### config.mk
export PLATFORM = sky130hd
export DESIGN_NAME = cmd_status_reg
export DESIGN_NICKNAME = d
export VERILOG_FILES = /design/src/cmd_status_pkg.sv /design/src/sticky_flag.sv /design/src/sys_error_gen.sv /design/src/cmd_status_reg.sv
export VERILOG_INCLUDE_DIRS = /design/src /design/src/src
export SDC_FILE = /design/constraint.sdc
export NUM_CORES = 1
export LEC_CHECK = 0
export ABC_AREA = 1
export BUFFER_PORTS_ARGS = -buffer_cell sky130_fd_sc_hd__buf_2
export CORE_MARGIN = 2
export CORE_UTILIZATION = 40
export DETAILED_ROUTE_END_ITERATION = 10
export GPL_TIMING_DRIVEN = 0
export PLACE_DENSITY = 0.72
export REMOVE_ABC_BUFFERS = 1
export SLEW_MARGIN = 20
export SYNTH_ARGS = -nofsm -noshare
export SYNTH_HDL_FRONTEND = slang
export SYNTH_HIERARCHICAL = 1
export SYNTH_SLANG_ARGS = --single-unit
### constraint.sdc
create_clock -name clk_sys -period 1.15 [get_ports clk_sys]
set_clock_uncertainty 0.15 [all_clocks]
set_input_delay 0.115 -clock clk_sys [delete_from_list [all_inputs] [get_ports clk_sys]]
set_output_delay 0.115 -clock clk_sys [all_outputs]
set_load 0.02 [all_outputs]
### src/cmd_status_map.svh
// Offsets, field positions, reset values and fixed codes of the command/status word.
// Assumes inclusion by bare name from the package and from cmd_status_reg.
// Behaviour
// [RULE1] All-zero command isolates device except configuration
// [RULE2] Status bits clear on write one only
// [RULE3] Low half commands, high half reports status
// [RULE4] Any parity error sets bit 31
// [RULE5] Driving system error pin sets bit 30
// [RULE6] Own master abort sets received-master-abort flag
// [RULE7] Target abort of own master sets flag
// [RULE8] Device target abort sets bit 27
// [RULE9] Select speed field always reads 01
// [RULE10] Bit 24 needs pin, mastership, bit 6
// [RULE11] Back-to-back capable bit always reads one
// [RULE12] Reserved bits 22:21 read zero, ignore writes
// [RULE13] Hardware reset value is 02900000 hex
// [RULE14] Address parity system error needs bits 8,6
// [RULE15] Bit 6 clear: ignore parity errors, keep checking
// [RULE16] Bit 2 master, bit 1 memory, bit 0 io
// [RULE17] Event beats same-cycle clear of its flag
`ifndef CMD_STATUS_MAP_SVH
`define CMD_STATUS_MAP_SVH

// Configuration offset of the word (byte address, dword aligned)
`define CS_OFFSET 8'h04
// Hardware reset value of the whole word
`define CS_RESET 32'h0290_0000

// Command half: writable bits
`define CMD_IO_SPACE 0
`define CMD_MEM_SPACE 1
`define CMD_MASTER 2
`define CMD_PARITY_RESP 6
`define CMD_SYS_ERR 8
`define CMD_WMASK 16'h0147
`define CMD_RESET 16'h0000

// Status half: absolute bit positions in the word
`define ST_DETECTED_PARITY 31
`define ST_SIGNALED_SYS_ERR 30
`define ST_RCVD_MASTER_ABORT 29
`define ST_RCVD_TARGET_ABORT 28
`define ST_SIGNALED_TGT_ABORT 27
`define ST_SELECT_SPEED_HI 26
`define ST_SELECT_SPEED_LO 25
`define ST_MASTER_DATA_PARITY 24
`define ST_BACK_TO_BACK 23
`define ST_CAPABILITIES 20

// Fixed read values
`define SELECT_SPEED_MEDIUM 2'h1
`define BACK_TO_BACK_VALUE 1'h1
`define CAPABILITIES_VALUE 1'h1

// Index of each sticky flag inside the flag vector
`define FLAG_MASTER_DATA_PARITY 0
`define FLAG_SIGNALED_TGT_ABORT 1
`define FLAG_RCVD_TARGET_ABORT 2
`define FLAG_RCVD_MASTER_ABORT 3
`define FLAG_SIGNALED_SYS_ERR 4
`define FLAG_DETECTED_PARITY 5
`define FLAG_COUNT 6

`endif

### src/cmd_status_pkg.sv
// Types shared by the command/status register block.
// Assumes the map header is on the include path.
package cmd_status_pkg;
	`include "cmd_status_map.svh"

	// One configuration data word
	typedef logic [31:0] cfg_word_t;
	// Byte enables, active high, one per lane
	typedef logic [3:0] cfg_be_t;
	// Sticky status flags, indexed by the FLAG_ defines
	typedef logic [`FLAG_COUNT-1:0] flag_vec_t;

	// Expand byte enables into a bit mask; used for command writes and status clears
	function automatic cfg_word_t lane_mask(input cfg_be_t be);
		cfg_word_t m;
		m = 32'h0000_0000;
		for (int i = 0; i < 4; i++) begin
			m[i*8 +: 8] = {8{be[i]}};
		end
		return m;
	endfunction
endpackage

### src/sticky_flag.sv
// One sticky status flag: set by a hardware event, cleared by a write of one.
// Assumes event and clear are pulses on clk_sys.
`timescale 1ns/10ps
module sticky_flag (
	input wire logic clk_sys,
	input wire logic rstn,
	input wire logic set_evt,
	input wire logic clr_req,
	output logic flag
);
	logic flag_reg; // Held flag
	logic flag_next; // Next flag value

	// Set wins over clear so an event in the clearing cycle survives
	always_comb begin
		flag_next = set_evt | (flag_reg & ~clr_req); // see [RULE17] see [RULE2]
	end

	// Register the flag; reset clears it
	always_ff @(posedge clk_sys or negedge rstn) begin
		if (!rstn) begin
			flag_reg <= 1'b0;
		end else begin
			flag_reg <= flag_next;
		end
	end

	assign flag = flag_reg;
endmodule // sticky_flag

### src/sys_error_gen.sv
// Decides when the open-drain system error pin is pulled low.
// Assumes address parity errors arrive as one-cycle pulses from the bus core.
`timescale 1ns/10ps
module sys_error_gen (
	input wire logic clk_sys,
	input wire logic rstn,
	input wire logic addr_parity_err,
	input wire logic system_error_enable,
	input wire logic parity_response_enable,
	output logic system_error_pin_out,
	output logic system_error_pin_oe
);
	logic oe_reg; // Pin driven low this cycle
	logic oe_next; // Next drive state

	// Both enables are needed; with parity response off the error is ignored
	always_comb begin
		oe_next = addr_parity_err & system_error_enable & parity_response_enable; // see [RULE14]
	end

	// One-cycle drive per detected address parity error
	always_ff @(posedge clk_sys or negedge rstn) begin
		if (!rstn) begin
			oe_reg <= 1'b0;
		end else begin
			oe_reg <= oe_next;
		end
	end

	assign system_error_pin_oe = oe_reg;
	// Open-drain: the driven level is always low
	assign system_error_pin_out = 1'b0;
endmodule // sys_error_gen

### src/cmd_status_reg.sv
// Configuration command/status word: command controls below, sticky status above.
// Assumes a configuration-cycle engine on clk_sys presents one-cycle read and
// write strobes, and that bus event pulses come from logic on the same clock.
`timescale 1ns/10ps
`include "cmd_status_map.svh"
module cmd_status_reg
	import cmd_status_pkg::*;
(
	input wire logic clk_sys,
	input wire logic rstn,
	input wire logic cfg_wr,
	input wire logic cfg_rd,
	input wire logic [7:0] cfg_addr,
	input wire cfg_be_t cfg_be,
	input wire cfg_word_t cfg_wdata,
	output cfg_word_t cfg_rdata,
	output logic cfg_rd_valid,
	input wire logic addr_parity_err,
	input wire logic data_parity_err,
	input wire logic parity_error_pin,
	input wire logic master_active,
	input wire logic master_abort_seen,
	input wire logic target_abort_seen,
	input wire logic target_abort_sent,
	output logic master_enable,
	output logic memory_space_enable,
	output logic io_space_enable,
	output logic parity_response_enable,
	output logic system_error_enable,
	output logic access_isolated,
	output logic system_error_pin_out,
	output logic system_error_pin_oe
);
	logic [15:0] cmd_reg; // Command half
	logic [15:0] cmd_next;
	logic isolated_reg; // All command bits zero
	logic isolated_next;
	cfg_word_t rdata_reg; // Read data holder
	cfg_word_t rdata_next;
	logic rd_valid_reg; // Read answer strobe
	logic rd_valid_next;
	flag_vec_t flag_set; // Hardware events per flag
	flag_vec_t flag_clr; // Write-one clears per flag
	flag_vec_t flags; // Current flag values
	cfg_word_t wmask; // Written lanes as bit mask
	cfg_word_t clr_bits; // Ones written to enabled lanes
	cfg_word_t word_view; // Word as software sees it
	logic hit; // Access targets this word
	logic serr_oe; // System error pin drive from the generator
	logic serr_out;

	// Address decode and lane masks
	always_comb begin
		hit = (cfg_addr == `CS_OFFSET);
		wmask = lane_mask(cfg_be);
		clr_bits = (cfg_wr && hit) ? (cfg_wdata & wmask) : 32'h0000_0000; // see [RULE2]
	end

	// Command half: only documented bits are writable, others stay zero
	always_comb begin
		cmd_next = cmd_reg;
		if (cfg_wr && hit) begin
			cmd_next = ((cfg_wdata[15:0] & wmask[15:0]) | (cmd_reg & ~wmask[15:0]))
				& `CMD_WMASK; // see [RULE3] see [RULE16]
		end
		// Zero command means no memory, io or master activity; config still answers
		isolated_next = (cmd_next == 16'h0000); // see [RULE1]
	end

	// Command half and isolation flag registers
	always_ff @(posedge clk_sys or negedge rstn) begin
		if (!rstn) begin
			cmd_reg <= `CMD_RESET; // see [RULE13]
			isolated_reg <= 1'b1;
		end else begin
			cmd_reg <= cmd_next;
			isolated_reg <= isolated_next;
		end
	end

	// Event sources for each sticky flag
	always_comb begin
		flag_set = '0;
		// Counted even with parity response off; checking never stops
		flag_set[`FLAG_DETECTED_PARITY] = addr_parity_err | data_parity_err; // see [RULE4] see [RULE15]
		// Taken from the pin drive itself so flag and pin agree
		flag_set[`FLAG_SIGNALED_SYS_ERR] = serr_oe; // see [RULE5]
		flag_set[`FLAG_RCVD_MASTER_ABORT] = master_abort_seen; // see [RULE6]
		flag_set[`FLAG_RCVD_TARGET_ABORT] = target_abort_seen; // see [RULE7]
		flag_set[`FLAG_SIGNALED_TGT_ABORT] = target_abort_sent; // see [RULE8]
		flag_set[`FLAG_MASTER_DATA_PARITY] = parity_error_pin & master_active
			& cmd_reg[`CMD_PARITY_RESP]; // see [RULE10]
	end

	// Map write-one bits onto flag indices
	always_comb begin
		flag_clr = '0;
		flag_clr[`FLAG_DETECTED_PARITY] = clr_bits[`ST_DETECTED_PARITY];
		flag_clr[`FLAG_SIGNALED_SYS_ERR] = clr_bits[`ST_SIGNALED_SYS_ERR];
		flag_clr[`FLAG_RCVD_MASTER_ABORT] = clr_bits[`ST_RCVD_MASTER_ABORT];
		flag_clr[`FLAG_RCVD_TARGET_ABORT] = clr_bits[`ST_RCVD_TARGET_ABORT];
		flag_clr[`FLAG_SIGNALED_TGT_ABORT] = clr_bits[`ST_SIGNALED_TGT_ABORT];
		flag_clr[`FLAG_MASTER_DATA_PARITY] = clr_bits[`ST_MASTER_DATA_PARITY];
	end

	// One sticky cell per status flag
	generate
		for (genvar g = 0; g < `FLAG_COUNT; g++) begin : g_flag
			sticky_flag u_flag (
				.clk_sys(clk_sys),
				.rstn(rstn),
				.set_evt(flag_set[g]),
				.clr_req(flag_clr[g]),
				.flag(flags[g])
			);
		end
	endgenerate

	// System error pin control
	sys_error_gen u_serr (
		.clk_sys(clk_sys),
		.rstn(rstn),
		.addr_parity_err(addr_parity_err),
		.system_error_enable(cmd_reg[`CMD_SYS_ERR]),
		.parity_response_enable(cmd_reg[`CMD_PARITY_RESP]),
		.system_error_pin_out(serr_out),
		.system_error_pin_oe(serr_oe)
	);

	// Assemble the word; fixed fields are constants, reserved bits zero
	always_comb begin
		word_view = {16'h0000, cmd_reg};
		word_view[`ST_DETECTED_PARITY] = flags[`FLAG_DETECTED_PARITY];
		word_view[`ST_SIGNALED_SYS_ERR] = flags[`FLAG_SIGNALED_SYS_ERR];
		word_view[`ST_RCVD_MASTER_ABORT] = flags[`FLAG_RCVD_MASTER_ABORT];
		word_view[`ST_RCVD_TARGET_ABORT] = flags[`FLAG_RCVD_TARGET_ABORT];
		word_view[`ST_SIGNALED_TGT_ABORT] = flags[`FLAG_SIGNALED_TGT_ABORT];
		word_view[`ST_SELECT_SPEED_HI:`ST_SELECT_SPEED_LO] = `SELECT_SPEED_MEDIUM; // see [RULE9]
		word_view[`ST_MASTER_DATA_PARITY] = flags[`FLAG_MASTER_DATA_PARITY];
		word_view[`ST_BACK_TO_BACK] = `BACK_TO_BACK_VALUE; // see [RULE11]
		// Bits 22:21 and 19:16 keep the zeros of the first assignment
		word_view[`ST_CAPABILITIES] = `CAPABILITIES_VALUE; // see [RULE12]
	end

	// Read answer: one cycle after the strobe; other offsets read zero
	always_comb begin
		rd_valid_next = cfg_rd;
		rdata_next = rdata_reg;
		if (cfg_rd) begin
			rdata_next = hit ? word_view : 32'h0000_0000;
		end
	end

	// Read path registers
	always_ff @(posedge clk_sys or negedge rstn) begin
		if (!rstn) begin
			rdata_reg <= 32'h0000_0000;
			rd_valid_reg <= 1'b0;
		end else begin
			rdata_reg <= rdata_next;
			rd_valid_reg <= rd_valid_next;
		end
	end

	assign cfg_rdata = rdata_reg;
	assign cfg_rd_valid = rd_valid_reg;
	assign master_enable = cmd_reg[`CMD_MASTER]; // see [RULE16]
	assign memory_space_enable = cmd_reg[`CMD_MEM_SPACE];
	assign io_space_enable = cmd_reg[`CMD_IO_SPACE];
	// Cleared bit tells the bus core to ignore parity errors
	assign parity_response_enable = cmd_reg[`CMD_PARITY_RESP]; // see [RULE15]
	assign system_error_enable = cmd_reg[`CMD_SYS_ERR];
	assign access_isolated = isolated_reg;
	assign system_error_pin_out = serr_out;
	assign system_error_pin_oe = serr_oe;
endmodule // cmd_status_reg

==> results.md <==
- The flow ran to the end, but the final reports show violations.
- The final reports fail on setup timing.
- In this design, the stage delay of the slowest critical-path cell is 0.40 ns.
- The post-detailed-route DRC marker count is 0.
- At the pin with the least slew margin, the transition time is 0.587 ns.
- Once detail routing completed, the nets flagged for antenna violations numbered 0.
- The count of distinct cell types in the synthesized netlist is 23.
- The library cell occupying the most area in the post-synthesis netlist is sky130_fd_sc_hd__dfrtp_1.
- Compared with the post-synthesis result, the final layout area differs by 35.9%.
- Measured against its own limit, the worst slew margin works out to 60.9%.
- The initial antenna violation count is 0.
- The number of global-route vias before repair is 1820.
- The minimum clock period is 1.25 ns.
- Of the synthesized area, sequential elements account for 55.9%.
- The maximum number of pins on one net before global-route repair is 49.
- The utilization of the core after routing is 56.9%.
- At the worst endpoint, the required time is 1.24 ns.
- The floorplan row count is 26.
- Setup repair after global routing could not meet its margin everywhere.
- The most instantiated library cell after synthesis is sky130_fd_sc_hd__inv_1.
- The worst path arrival time is 1.34 ns.
- For this run, the total global-route usage over all layers was measured as 16.5%.
- For this run, the top clock speed supported by timing is 0.801 GHz.
- The library cell appearing most often on the critical path is sky130_fd_sc_hd__nand2_1.
- Summed over all layers, the routed wires come to 4650 um.
- The internal power of the cells totals 2.35 mW.
- The met2 usage in global routing is 29.0%.
- The number of buffers on the longest clock path is 2.
- The register with the most flip-flops in the layout has 23 of them.
- The total area inside the core boundary comes to 5140 um^2.
- Clock tree synthesis selected as its root buffer the cell sky130_fd_sc_hd__clkbuf_8.
- The netlist area before placement is 2150 um^2.
- The count of flip-flops with a built-in enable after synthesis is 0.
- Routability-driven placement finished with a final weighted congestion of 0.752.
- The tool flagged a number of max-cap violations equal to 0.
- Using the TritonRoute via totals, the vias-per-cell ratio works out to 4.35.
- The element type at the critical path start is a flop.
- The power density normalized to cell area is 1050 nW/um^2.
- Sequential cells account for 56.6% of the total power.
- The part of the total power dissipated in the clock network is 32.7%.
- The commonest cells after synthesis are sky130_fd_sc_hd__inv_1, sky130_fd_sc_hd__dfrtp_1, sky130_fd_sc_hd__nand2_1, sky130_fd_sc_hd__nor2_1, sky130_fd_sc_hd__o21ai_0.
- The number of antenna repair diodes is 0.
- met2 is the most crowded layer.
- The total setup violations reported at the end of the flow is 5.
- Counting the buffers created by CTS gives 5.
- Clock-pin slew was measured on the worst setup and hold paths at 0.08 ns.
- The routed layout has 1794 vias.
- The maximum VDD drop is 0.645 mV.
- Of the total power, combinational logic draws 10.7%.
- Synthesis inferred 48 register bits.
- The share of Yosys cell area claimed by the top area cell type is 54.7%.
- The count of synthesis-stage warnings from yosys is 6.
- After synthesis, the share of flip-flops with an asynchronous set or reset is 100%.
- The mean cell area of the mapped netlist is 8.51 um^2.
- In the synthesized netlist the dominant register cell turns out to be sky130_fd_sc_hd__dfrtp_1.
- Cells with a size suffix above 1 make up 33.6% of the layout.
- The pre-antenna-repair detailed-routing pass consisted of 4 iterations.
- For this run the aggregate overflow at the end of global routing stands at 0.
- The final worst-path cycle share is 109%.
- The kind of critical path is flop to flop.
- CTS saw 48 sinks.
- The met1 routing resource usage after global routing is 19.7%.
- The critical path contains buffers and inverters numbering 0 combined.
- Traced cell by cell, the critical path runs through mux2_2, nand2_1, nand2_1, nor2_1, nand2_1, nor2_2.
- The cell family contributing the most delay on the critical path is flip-flops.
- The switching share of power is 23.9%.
- The overall die height is 77.4 um.
- The classification of the worst-slack hold path is input pin to flop.
- For this run, global-route usage on met3 was measured as 4.19%.
- The maximum level of the CTS H-tree is 2.
- The number of filler instances in the final layout is 470.
- The slack of the worst reg-to-reg path is -0.1 ns.
- Input and output buffers added on the ports amount to 65.
- The floorplan step set the die width to 77.4 um.
- The leakage dissipation is 1.56 nW.
- STA classifies the critical path endpoint as a flop.
- The worst path setup slack after routing is -0.0978 ns.
- The half-perimeter wire length after detailed placement is 3010 um.
- The average wire length per cell after detail routing is 11.3 um.
- TritonCTS built the clock tree.
- Of all nets on the critical path, the largest fanout is 3.
- The number of pins exceeding their max-slew limit in the final report is 0.
- Including well taps, the total number of placed cells is 378.
- Pin placement for this block handled 96 I/O pins.
- The die area is 5980 um^2.
- Among all stages on the critical path, the largest delay is contributed by sky130_fd_sc_hd__dfrtp_1.
- The clock reaches the later pin of the worst-skew pair after 0.29 ns.
- The finished layout holds 412 standard cells, fillers aside.
- The initial core utilization is 41.9%.
- The final layout net count is 396.
- The first global-routing pass estimated 7870 um of wire.
- The number of failing hold endpoints at the final stage is 0.
- The gate count after technology mapping is 253.
- For this design the total switching power over the nets is 0.736 mW.
- The DRC marker count from the first detailed-route iteration is 72.
- By area the synthesized netlist is led by sky130_fd_sc_hd__dfrtp_1, sky130_fd_sc_hd__inv_1, sky130_fd_sc_hd__nand2_1.
==> cell families after synthesis <==
kind of cell    synth area share, %
simple gates                   18.1
buf+inv                        16.5
flops                          55.9
compound gates                 8.60
other cells                   0.349
mux                           0.523
==> timing repair <==
item | CTS | global route
hold buffers | 9 | 1
setup endpoints to repair | 32 | 40
hold endpoints to repair | 55 | 47
pin swaps | 2 | 3
gates resized for setup | 13 | 28
setup buffers | 8 | 8
==> power groups by stage <==
stage	logic, mW	clock network (mW)	registers, mW
2_1_floorplan	0.112	0	1.79
6_report	0.329	1.01	1.75
3_3_place_gp	0.262	0	1.78
3_5_place_dp	0.269	0	1.78
5_1_grt	0.369	1.13	1.75
4_1_cts	0.312	1.06	1.75
==> final timing paths <==
kind,cells after the start,to,startpoint
worst max-delay path,6,access_isolated,cmd_reg[1]
worst min-delay path,5,g_flag[0].u_flag/flag,parity_error_pin
worst max register to register,6,access_isolated,cmd_reg[1]
worst min register to register,2,g_flag[4].u_flag/flag,u_serr/system_error_pin_oe
max in group asynchronous,2,cfg_rdata[1],rstn
min in group asynchronous,2,g_flag[5].u_flag/flag,rstn
==> layer usage <==
metal,vias to the layer above,part of all wire (%)
met5,-,0
li1,914,-
met1,825,43
met2,47,50
met4,0,1.5
met3,8,5.0
==> worst register-to-register path, stage by stage, from the launching register on <==
cell	delay (ns)
sky130_fd_sc_hd__dfrtp_1	0.40
sky130_fd_sc_hd__mux2_2	0.26
sky130_fd_sc_hd__nand2_1	0.06
sky130_fd_sc_hd__nand2_1	0.06
sky130_fd_sc_hd__nor2_1	0.10
sky130_fd_sc_hd__nand2_1	0.07
sky130_fd_sc_hd__nor2_2	0.09
==> cell usage in the layout, fill, tap and decap left out, types with 2 or more instances in the layout <==
master,n
sky130_fd_sc_hd__conb_1,8
sky130_fd_sc_hd__dfrtp_1,47
sky130_fd_sc_hd__nand3_1,9
sky130_fd_sc_hd__buf_6,16
sky130_fd_sc_hd__nor2_4,2
sky130_fd_sc_hd__dlygate4sd3_1,10
sky130_fd_sc_hd__buf_2,50
sky130_fd_sc_hd__o22ai_1,14
sky130_fd_sc_hd__nor2_1,22
sky130_fd_sc_hd__nor2_2,7
sky130_fd_sc_hd__inv_2,4
sky130_fd_sc_hd__clkbuf_8,6
sky130_fd_sc_hd__inv_1,62
sky130_fd_sc_hd__o21ai_0,15
sky130_fd_sc_hd__nand2_2,6
sky130_fd_sc_hd__buf_4,14
sky130_fd_sc_hd__nand3_2,3
sky130_fd_sc_hd__nand2_1,36
==> cell type report <==
class	instances	area [um^2]	area share, %
clock inverter	1	7.51	0.257
sequential	48	1200	41.1
inverter	66	248	8.47
clock buffer	7	86.3	2.95
timing repair buffer	91	643	22.0
multi-input combinational	129	649	22.2
tap	70	87.6	3.00
==> stage by stage <==
stage          setup TNS [ns]  instance area, um^2  hold WS, ns  setup WS, ns  power, mW
2_1_floorplan           -3.76                 2070       -0.331        -0.403       1.90
3_3_place_gp           -21.04                 2480        0.159        -0.925       2.04
3_5_place_dp           -17.37                 2480        0.160        -0.576       2.05
4_1_cts                -0.361                 2770       -0.113        -0.116       3.11
5_1_grt                -0.686                 2920       0.0209        -0.208       3.26
6_report               -0.264                 2920      0.00896       -0.0978       3.08
No activity file was read; power rests on OpenSTA's default activity.
